===== config.mk =====
export PLATFORM = sky130hd
export DESIGN_NAME = reset_watchdog_sleep_control
export DESIGN_NICKNAME = d
export VERILOG_FILES = /design/src/pkg/rst_wdt_pkg.sv /design/src/design/reset_watchdog_sleep_control.sv
export SDC_FILE = /design/constraint.sdc
export NUM_CORES = 1
export LEC_CHECK = 0
export ABC_AREA = 0
export BUFFER_PORTS_ARGS = -buffer_cell sky130_fd_sc_hd__buf_2
export CAP_MARGIN = 20
export CORE_MARGIN = 2
export CORE_UTILIZATION = 42
export DETAILED_ROUTE_END_ITERATION = 8
export GPL_ROUTABILITY_DRIVEN = 0
export HOLD_SLACK_MARGIN = 0.12
export PLACE_DENSITY = 0.77
export SETUP_SLACK_MARGIN = 0.05
export SYNTH_ARGS = -nofsm -noshare
export SYNTH_HDL_FRONTEND = slang
export SYNTH_SLANG_ARGS = --single-unit

===== constraint.sdc =====
create_clock -name clk -period 2.69 [get_ports clk]
set_input_delay 0 -clock clk [delete_from_list [all_inputs] [get_ports clk]]
set_output_delay 0 -clock clk [all_outputs]
set_load 0.01 [all_outputs]

===== src/pkg/rst_wdt_pkg.sv =====
// shared constants and types for the reset, watchdog and sleep controller
package rst_wdt_pkg;

   // register byte offsets on the axi4-lite slave
   localparam logic [7:0] OPTION_OFFSET = 8'h00;   // timer_prescale_option, write only
   localparam logic [7:0] CMD_OFFSET    = 8'h04;   // core instruction strobes, write only
   localparam logic [7:0] STATUS_OFFSET = 8'h08;   // reset cause and block state, read only

   // timer_prescale_option fields
   localparam int OPT_WAKE_DIS_BIT = 7;            // wake-on-change disabled when set
   localparam int OPT_PSA_BIT      = 3;            // prescaler_assign_bit: 1 = watchdog
   localparam int OPT_PS_LSB       = 0;            // prescaler_ratio_field, 3 bits
   localparam logic [7:0] OPTION_RESET = 8'hff;

   // command register strobes
   localparam int CMD_WATCHDOG_CLEAR_INSTR_BIT   = 0;            // watchdog_clear_instr
   localparam int CMD_SLEEP_BIT    = 1;            // sleep instruction
   localparam int CMD_PORTRD_BIT   = 2;            // file or bit operation on the port

   // status register fields
   localparam int ST_WAKE_BIT      = 7;            // pin_change_wake_flag
   localparam int ST_TO_BIT        = 4;            // timeout_flag_n
   localparam int ST_PD_BIT        = 3;            // powerdown_flag_n
   localparam int ST_CORE_RST_BIT  = 1;
   localparam int ST_ASLEEP_BIT    = 0;

   // flag values after power-up
   localparam logic TO_N_RESET  = 1'b1;
   localparam logic PD_N_RESET  = 1'b1;
   localparam logic WAKE_RESET  = 1'b0;

   // axi responses
   localparam logic [1:0] RESP_OKAY   = 2'h0;
   localparam logic [1:0] RESP_SLVERR = 2'h2;

   // timing: clock rate and printed times
   localparam int unsigned CLK_FREQ_KHZ       = 250000;
   localparam int unsigned DRT_POR_TIME_MS    = 1;
   localparam int unsigned DRT_WARM_TIME_US   = 10;
   localparam int unsigned DRT_XTAL_TIME_MS   = 18;
   localparam int unsigned WDT_BASE_TIME_MS   = 18;
   localparam int unsigned DRT_POR_CYCLES     = DRT_POR_TIME_MS * CLK_FREQ_KHZ;
   localparam int unsigned DRT_WARM_CYCLES    = DRT_WARM_TIME_US * CLK_FREQ_KHZ / 1000;
   localparam int unsigned DRT_XTAL_CYCLES    = DRT_XTAL_TIME_MS * CLK_FREQ_KHZ;
   localparam int unsigned WDT_BASE_CYCLES    = WDT_BASE_TIME_MS * CLK_FREQ_KHZ;

   localparam int CNT_W = 23;                      // holds 18 ms of cycles

   // oscillator configuration
   typedef enum logic [1:0] {
      internal_osc_mode,
      external_rc_mode,
      low_power_crystal_mode,
      crystal_mode
   } osc_mode_t;

   // sequencer states
   typedef enum logic [1:0] {
      ST_WAIT_MASTER_CLEAR_PIN,
      ST_DELAY,
      ST_RUN,
      ST_SLEEP
   } seq_state_t;

endpackage : rst_wdt_pkg


===== src/design/reset_watchdog_sleep_control.sv =====
// reset delay timer, watchdog, sleep control and reset-cause flags with axi4-lite registers
//
// The AXI4-Lite register port and the placing of the registers are this design's own decisions.
`timescale 1ns/1ps
`default_nettype none

module reset_watchdog_sleep_control #(
   parameter int unsigned DRT_POR_CYCLES  = rst_wdt_pkg::DRT_POR_CYCLES,
   parameter int unsigned DRT_XTAL_CYCLES = rst_wdt_pkg::DRT_XTAL_CYCLES,
   parameter int unsigned WDT_BASE_CYCLES = rst_wdt_pkg::WDT_BASE_CYCLES
) (
   // clock and reset
   input  wire logic        clk,
   input  wire logic        sys_rst,
   // axi4-lite write address and data
   input  wire logic        s_axi_awvalid,
   output logic             s_axi_awready,
   input  wire logic [7:0]  s_axi_awaddr,
   input  wire logic        s_axi_wvalid,
   output logic             s_axi_wready,
   input  wire logic [31:0] s_axi_wdata,
   input  wire logic [3:0]  s_axi_wstrb,
   // axi4-lite write response
   output logic             s_axi_bvalid,
   input  wire logic        s_axi_bready,
   output logic [1:0]       s_axi_bresp,
   // axi4-lite read
   input  wire logic        s_axi_arvalid,
   output logic             s_axi_arready,
   input  wire logic [7:0]  s_axi_araddr,
   output logic             s_axi_rvalid,
   input  wire logic        s_axi_rready,
   output logic [31:0]      s_axi_rdata,
   output logic [1:0]       s_axi_rresp,
   // configuration fuses and oscillator setting
   input  wire logic        watchdog_enable_fuse,
   input  wire logic        master_clear_fuse,
   input  wire logic [1:0]  osc_mode,
   // pins: master clear doubles as port_pin_three
   input  wire logic        master_clear_pin,
   input  wire logic        port_pin_zero,
   input  wire logic        port_pin_one,
   // to the core
   output logic             core_reset,
   output logic             osc_driver_en,
   output logic             io_hold
);

   typedef struct packed {
      rst_wdt_pkg::seq_state_t st;
      logic                    por_pending;
      logic [22:0]             drt_cnt;
      logic [22:0]             wdt_cnt;
      logic [7:0]              presc;
      logic [7:0]              option;
      logic                    to_n;
      logic                    pd_n;
      logic                    wake_flag;
      logic [2:0]              pin_snap;
      logic                    core_rst;
      logic                    osc_en;
      logic                    hold;
      logic [7:0]              aw_addr;
      logic                    aw_have;
      logic                    w_have;
      logic [31:0]             w_data;
      logic                    w_lane0;
      logic                    awready;
      logic                    wready;
      logic                    bvalid;
      logic [1:0]              bresp;
      logic                    arready;
      logic                    rvalid;
      logic [1:0]              rresp;
      logic [31:0]             rdata;
   } state_t;

   state_t q;
   state_t n;

   logic       master_clear_pin_eff;
   logic [2:0] watched;
   logic       wdt_tick;
   logic       wdt_timeout;
   logic       wake_en;

   // delay length minus one, so the counter ends at zero
   function automatic logic [22:0] drt_last(input logic [1:0] mode, input logic por);
      logic [22:0] len;
      if (mode == rst_wdt_pkg::low_power_crystal_mode || mode == rst_wdt_pkg::crystal_mode) begin
         len = 23'(DRT_XTAL_CYCLES);
      end else if (por) begin
         len = 23'(DRT_POR_CYCLES);
      end else begin
         len = 23'(rst_wdt_pkg::DRT_WARM_CYCLES);
      end
      return len - 23'h000001;
   endfunction : drt_last

   // last prescaler count for ratio 1:2^ps
   function automatic logic [7:0] presc_last(input logic [2:0] ps);
      logic [8:0] r;
      r = (9'h001 << ps) - 9'h001;
      return r[7:0];
   endfunction : presc_last

   // programmed fuse ties master clear high and frees the pin as an input
   assign master_clear_pin_eff = master_clear_fuse ? master_clear_pin : 1'b1;
   assign watched  = {master_clear_pin, port_pin_one, port_pin_zero};
   assign wake_en  = ~q.option[rst_wdt_pkg::OPT_WAKE_DIS_BIT];
   // watchdog counts in run and sleep; the clk-based count stands in for its own oscillator
   assign wdt_tick = (q.st == rst_wdt_pkg::ST_RUN || q.st == rst_wdt_pkg::ST_SLEEP)
                     && q.wdt_cnt == 23'(WDT_BASE_CYCLES - 1);
   assign wdt_timeout = watchdog_enable_fuse && wdt_tick
                        && (!q.option[rst_wdt_pkg::OPT_PSA_BIT]
                            || q.presc == presc_last(q.option[2:0]));

   // next state of the whole block
   always_comb begin
      logic wr_fire;
      logic do_clr;
      logic do_sleep;
      logic do_portrd;
      logic clr_wdt;
      wr_fire   = 1'b0;
      do_clr    = 1'b0;
      do_sleep  = 1'b0;
      do_portrd = 1'b0;
      clr_wdt   = 1'b0;
      n = q;

      // address and data are taken in either order and held until both are in
      if (s_axi_awvalid && q.awready) begin
         n.aw_have = 1'b1;
         n.aw_addr = s_axi_awaddr;
      end
      if (s_axi_wvalid && q.wready) begin
         n.w_have  = 1'b1;
         n.w_data  = s_axi_wdata;
         n.w_lane0 = s_axi_wstrb[0];
      end
      if (q.bvalid && s_axi_bready) begin
         n.bvalid = 1'b0;
      end
      if (q.aw_have && q.w_have && !q.bvalid) begin
         wr_fire   = 1'b1;
         n.aw_have = 1'b0;
         n.w_have  = 1'b0;
         n.bvalid  = 1'b1;
         n.bresp   = rst_wdt_pkg::RESP_SLVERR;
      end
      if (wr_fire && q.aw_addr == rst_wdt_pkg::OPTION_OFFSET) begin
         n.bresp = rst_wdt_pkg::RESP_OKAY;
         if (q.w_lane0) begin
            n.option = q.w_data[7:0];
         end
      end
      if (wr_fire && q.aw_addr == rst_wdt_pkg::CMD_OFFSET) begin
         n.bresp = rst_wdt_pkg::RESP_OKAY;
         // instructions only execute while the core runs
         if (q.w_lane0 && q.st == rst_wdt_pkg::ST_RUN) begin
            do_clr    = q.w_data[rst_wdt_pkg::CMD_WATCHDOG_CLEAR_INSTR_BIT];
            do_sleep  = q.w_data[rst_wdt_pkg::CMD_SLEEP_BIT];
            do_portrd = q.w_data[rst_wdt_pkg::CMD_PORTRD_BIT];
         end
      end
      if (wr_fire && q.aw_addr == rst_wdt_pkg::STATUS_OFFSET) begin
         n.bresp = rst_wdt_pkg::RESP_OKAY;                                    // read-only, write ignored
      end

      // read channel: one cycle to the answer
      if (q.rvalid && s_axi_rready) begin
         n.rvalid = 1'b0;
      end
      if (s_axi_arvalid && q.arready) begin
         n.rvalid = 1'b1;
         n.rresp  = rst_wdt_pkg::RESP_OKAY;
         n.rdata  = 32'h00000000;
         if (s_axi_araddr == rst_wdt_pkg::STATUS_OFFSET) begin
            n.rdata[rst_wdt_pkg::ST_WAKE_BIT]     = q.wake_flag;
            n.rdata[rst_wdt_pkg::ST_TO_BIT]       = q.to_n;
            n.rdata[rst_wdt_pkg::ST_PD_BIT]       = q.pd_n;
            n.rdata[rst_wdt_pkg::ST_CORE_RST_BIT] = q.core_rst;
            n.rdata[rst_wdt_pkg::ST_ASLEEP_BIT]   = (q.st == rst_wdt_pkg::ST_SLEEP);
         end else if (s_axi_araddr != rst_wdt_pkg::OPTION_OFFSET && s_axi_araddr != rst_wdt_pkg::CMD_OFFSET) begin
            n.rresp = rst_wdt_pkg::RESP_SLVERR;
         end
      end

      // snapshot of watched pins at each port operation
      if (do_portrd) begin
         n.pin_snap = watched;
      end

      // reset sequencer; all sources funnel into one registered core reset
      case (q.st)
         rst_wdt_pkg::ST_WAIT_MASTER_CLEAR_PIN: begin
            if (master_clear_pin_eff) begin
               n.st      = rst_wdt_pkg::ST_DELAY;
               n.drt_cnt = drt_last(osc_mode, q.por_pending);
            end
         end
         rst_wdt_pkg::ST_DELAY: begin
            if (!master_clear_pin_eff) begin
               n.st = rst_wdt_pkg::ST_WAIT_MASTER_CLEAR_PIN;
            end else if (q.drt_cnt == 23'h000000) begin
               n.st          = rst_wdt_pkg::ST_RUN;
               n.por_pending = 1'b0;
               n.osc_en      = 1'b1;
            end else begin
               n.drt_cnt = q.drt_cnt - 23'h000001;
            end
         end
         rst_wdt_pkg::ST_RUN: begin
            if (!master_clear_pin_eff) begin
               n.st        = rst_wdt_pkg::ST_WAIT_MASTER_CLEAR_PIN;
               n.wake_flag = 1'b0;
            end else if (wdt_timeout) begin
               // internal reset only: no path drives the master clear pin
               n.st        = rst_wdt_pkg::ST_DELAY;
               n.drt_cnt   = drt_last(osc_mode, 1'b0);
               n.to_n      = 1'b0;
               n.wake_flag = 1'b0;
            end else if (do_sleep) begin
               n.st     = rst_wdt_pkg::ST_SLEEP;
               n.to_n   = 1'b1;
               n.pd_n   = 1'b0;
               n.osc_en = 1'b0;
               n.hold   = 1'b1;
               clr_wdt  = 1'b1;
            end
         end
         rst_wdt_pkg::ST_SLEEP: begin
            // any wake is a device reset and clears the watchdog
            if (!master_clear_pin_eff) begin
               n.st        = rst_wdt_pkg::ST_WAIT_MASTER_CLEAR_PIN;
               n.to_n      = 1'b1;
               n.pd_n      = 1'b0;
               n.wake_flag = 1'b0;
            end else if (wdt_timeout) begin
               n.st        = rst_wdt_pkg::ST_DELAY;
               n.drt_cnt   = drt_last(osc_mode, 1'b0);
               n.to_n      = 1'b0;
               n.pd_n      = 1'b0;
               n.wake_flag = 1'b0;
            end else if (wake_en && watched != q.pin_snap) begin
               // a stale snapshot makes this fire on the first sleep cycle
               n.st        = rst_wdt_pkg::ST_DELAY;
               n.drt_cnt   = drt_last(osc_mode, 1'b0);
               n.to_n      = 1'b1;
               n.pd_n      = 1'b0;
               n.wake_flag = 1'b1;
            end
            if (n.st != rst_wdt_pkg::ST_SLEEP) begin
               n.hold  = 1'b0;
               clr_wdt = 1'b1;
            end
         end
         default: begin
            n.st = rst_wdt_pkg::ST_WAIT_MASTER_CLEAR_PIN;
         end
      endcase

      // watchdog base counter and prescaler
      if (q.st != rst_wdt_pkg::ST_RUN && q.st != rst_wdt_pkg::ST_SLEEP) begin
         n.wdt_cnt = 23'h000000;
         n.presc   = 8'h00;
      end else if (clr_wdt || do_clr || wdt_timeout) begin
         n.wdt_cnt = 23'h000000;
         n.presc   = 8'h00;
      end else if (wdt_tick) begin
         n.wdt_cnt = 23'h000000;
         if (q.option[rst_wdt_pkg::OPT_PSA_BIT]) begin
            n.presc = q.presc + 8'h01;
         end
      end else begin
         n.wdt_cnt = q.wdt_cnt + 23'h000001;
      end

      n.core_rst = (n.st == rst_wdt_pkg::ST_WAIT_MASTER_CLEAR_PIN || n.st == rst_wdt_pkg::ST_DELAY);
      n.awready  = !n.aw_have && !n.bvalid;
      n.wready   = !n.w_have && !n.bvalid;
      n.arready  = !n.rvalid;
   end

   // one register for all state; power-up loads the flags as 0,1,1
   always_ff @(posedge clk or posedge sys_rst) begin
      if (sys_rst) begin
         q             <= '0;
         q.st          <= rst_wdt_pkg::ST_WAIT_MASTER_CLEAR_PIN;
         q.por_pending <= 1'b1;
         q.option      <= rst_wdt_pkg::OPTION_RESET;
         q.to_n        <= rst_wdt_pkg::TO_N_RESET;
         q.pd_n        <= rst_wdt_pkg::PD_N_RESET;
         q.wake_flag   <= rst_wdt_pkg::WAKE_RESET;
         q.core_rst    <= 1'b1;
      end else begin
         q <= n;
      end
   end

   assign s_axi_awready = q.awready;
   assign s_axi_wready  = q.wready;
   assign s_axi_bvalid  = q.bvalid;
   assign s_axi_bresp   = q.bresp;
   assign s_axi_arready = q.arready;
   assign s_axi_rvalid  = q.rvalid;
   assign s_axi_rdata   = q.rdata;
   assign s_axi_rresp   = q.rresp;
   assign core_reset    = q.core_rst;
   assign osc_driver_en = q.osc_en;
   assign io_hold       = q.hold;
endmodule : reset_watchdog_sleep_control

`default_nettype wire


==> summary.md <==
| Metric | Value |
|---|---|
| Outcome | `finished with violations` |
| Failing checks | `setup timing` |
| Critical path class | `reg2reg` |
| Gr ovfl total | `0` |
| Register area share after synthesis | `0.4646` |
| Cells after synthesis | `562` |
| Num rows | `41` |
| Clock skew | `between 0.01 and 0.015 ns` |
| Minimum clock period | `2.783 ns` |
| PortBufs | `49` |
| Pwr/cell area | `~650 nW/um^2` |
| H-tree Lvls | `3` |
| CTS sink count | `99` |
| N_diodes | `0` |
| Synth area leaders | `dfrtp_1, buf_4, nor2_1` |
| FF/Latch Area | `2489 sq um` |
| Final WL | `~13000 microns` |
| HP Class | `in2reg` |
| Final cell count without fillers | `approximately 850` |
| Period utilisation layout | `1.035` |
| Unrepaired setup endpoints after global routing | `yes` |
| Dpl cells | `795` |
| CTS max path bufs | `2` |
| Peak supply drop | `0.4920 mV` |
| Startpoint Class | `register` |
| Drc violations | `0` |
| First-pass GRT wire length | `21720 microns` |
| Crit-path max FO | `6` |
| Die area | `13670 sq um` |
| Worst slew margin | `0.4090` |
| M1 GR Usage | `0.2563` |
| CTS clk-pin slew, worst paths | `0.07 ns` |
| CTS root buf | `clkbuf_16` |
| Count leader, synth | `dfrtp_1` |
| Initial DRC Count | `252` |
| Area leader, netlist | `dfrtp_1` |
| I/O pins | `between 100 and 150` |
| Met3 usage | `0.03913` |
| CTS tree | `done` |
| Clock insertion delay at the later pin of the skew report | `0.36 ns` |
| Prevailing post-synth register cell | `dfrtp_1` |
| Final core occ | `0.5379` |
| Hold slack | `0.1393 ns` |
| Slew @ Worst Pin | `slightly below 0.9 ns` |
| Tot Pwr | `4.382 mW` |
| Max-slew violation count | `0` |
| Crit end category | `register` |
| Final HPWL DP | `8504 microns` |
| Critical Path RT | `2.91 ns` |
| P&R area growth vs syn | `25.69%` |
| Die X | `116.9 microns` |
| Starting Density | `0.4279` |
| Final ANT Viol Nets | `0` |
| Total Nets Final | `739` |
| Max Cap Viol | `0` |
| Initial antenna violation count | `0` |
| Unique masters post-synth | `61` |
| Area of the multi-input gates | `2756 sq um` |
| Met2 Resource Use GR | `0.3391` |
| Largest net degree at the start of global routing | `63` |
| WL/cell | `between 15 and 20 microns` |
| Ys async rst share | `1.000` |
| Avg Cell Area, Syn | `between 9 and 10 sq um` |
| FMAX | `0.3593 GHz` |
| Most frequent cells after synthesis | `dfrtp_1, nor2_1, nand2_1` |
| Fin. Hold Viols | `0` |
| Core Region | `12520 sq um` |
| Ys Warns | `0` |
| Vias/cell | `5.402` |
| Top cell type's share of synthesized area | `0.4205` |
| Total GRT Usage | `0.2001` |
| DR pass1 iterations | `5` |
| Setup violations, final | `21` |
| Register bit total from synthesis | `99` |
| Final worst slack | `-0.09336 ns` |
| Final setup TNS | `-0.8189 ns` |
| Leakage | `2.911 nW` |
| Vert. Die Dim | `between 100 and 150 microns` |
| Number of global-route vias before repair | `4577` |
| Share of cells above drive strength 1 | `0.2656` |
| TritonCTS Buffers | `9` |
| Post-synth EDFFs | `0` |
| Layout fillers | `1027` |
| GR peak layer | `met2` |
| Mapped cell area | `5356 sq um` |
| Crit path DAT | `3.01 ns` |
| Via count | `4570` |
worst max-delay path, cell delays in order (launching register included):
cell	delay, ns
dfstp_2	0.59
nand2_2	0.08
ha_4	0.18
and3_4	0.15
or4_4	0.54
a2111oi_4	0.44
nor3_4	0.10
buf_12	0.15
buf_8	0.13
o31ai_4	0.18
o21ai_1	0.11
power by group:
part           switching, mW  total [mW]  internal, mW
registers              0.251        2.00          1.75
logic                  0.557        1.11         0.557
clock network          0.562        1.27         0.706
worst paths after layout:
| check | from | endpoint | slack [ns] | depth (start not counted) |
|---|---|---|---|---|
| worst max-delay path | q[93]$_DFFE_PP1P_ | q[145]$_DFFE_PP0P_ | -0.09 | 10 |
| worst min-delay path | s_axi_arvalid | s_axi_rresp[1]$_DFFE_PP0P_ | 0.14 | 4 |
| worst max register to register | q[93]$_DFFE_PP1P_ | q[145]$_DFFE_PP0P_ | -0.09 | 10 |
| worst min register to register | q[109]$_DFF_PP0_ | q[109]$_DFF_PP0_ | 0.48 | 1 |
| max in group asynchronous | sys_rst | q[100]$_DFFE_PP1P_ | 1.57 | 4 |
| min in group asynchronous | sys_rst | q[109]$_DFF_PP0_ | 0.35 | 3 |
layout make-up:
| type | instances | share of cell area |
|---|---|---|
| multi-input cells | 423 | 0.4094 |
| flip-flops and latches | 99 | 0.3696 |
| repair buffers | 121 | 0.1370 |
| clock buffers | 13 | 0.04014 |
| well taps | 172 | 0.03196 |
| inverters | 15 | 0.008734 |
| clock inverters | 3 | 0.003159 |
what timing repair did:
action,in CTS,in global routing
pin swaps,8,10
gates resized for setup,25,19
buffers inserted,4,2
hold endpoints to repair,91,0
hold buffers,29,0
setup endpoints to repair,27,38
layout by cell type (no fill, tap or decap), drive strengths merged, types with 7 or more instances in the layout:
cell,count
and3,10
nor3,15
a21oi,29
dlygate4sd3,29
or4,7
o31ai,7
clkbuf,13
o21ai,42
nor4,7
conb,29
xor2,20
inv,16
buf,92
nor2,71
nand3,20
dfrtp,90
nand2,44
dfstp,9
mux2,22
xnor2,17
sequential cells by signal, indices dropped and copies added (netlist names):
register and count:
s_axi_rdata 5, s_axi_awready 1, s_axi_bresp 1, io_hold 1, s_axi_rresp 1, q 84, s_axi_bvalid 1, osc_driver_en 1
core_reset 1, s_axi_wready 1, s_axi_rvalid 1, s_axi_arready 1
kinds of logic after synthesis:
| group | after synthesis | synth area share |
|---|---|---|
| fa+ha+maj | 4 | 0.009344 |
| buf+inv | 68 | 0.07521 |
| other cells | 1 | 0.0007001 |
| flops | 99 | 0.4646 |
| compound gates | 116 | 0.1392 |
| mux | 23 | 0.04812 |
| xor+xnor | 37 | 0.06050 |
| simple gates | 214 | 0.2023 |
through the flow:
stage                     worst slack, ns  instance area (sq um)
after global routing              -0.1732                   6733
final                            -0.09336                   6733
after floorplan                   0.05575                   5532
after global placement            0.02213                   5944
after detailed placement          -0.1170                   5944
after CTS                        -0.08183                   6625
metal layers:
layer  routed length (microns)  vias up
li1                          -     2134
met1                      5399     2263
met2                      6618      148
met3                       588       25
met4                       239        0
met5                         0        -
Note: power is estimated with default switching activity, not from simulation.
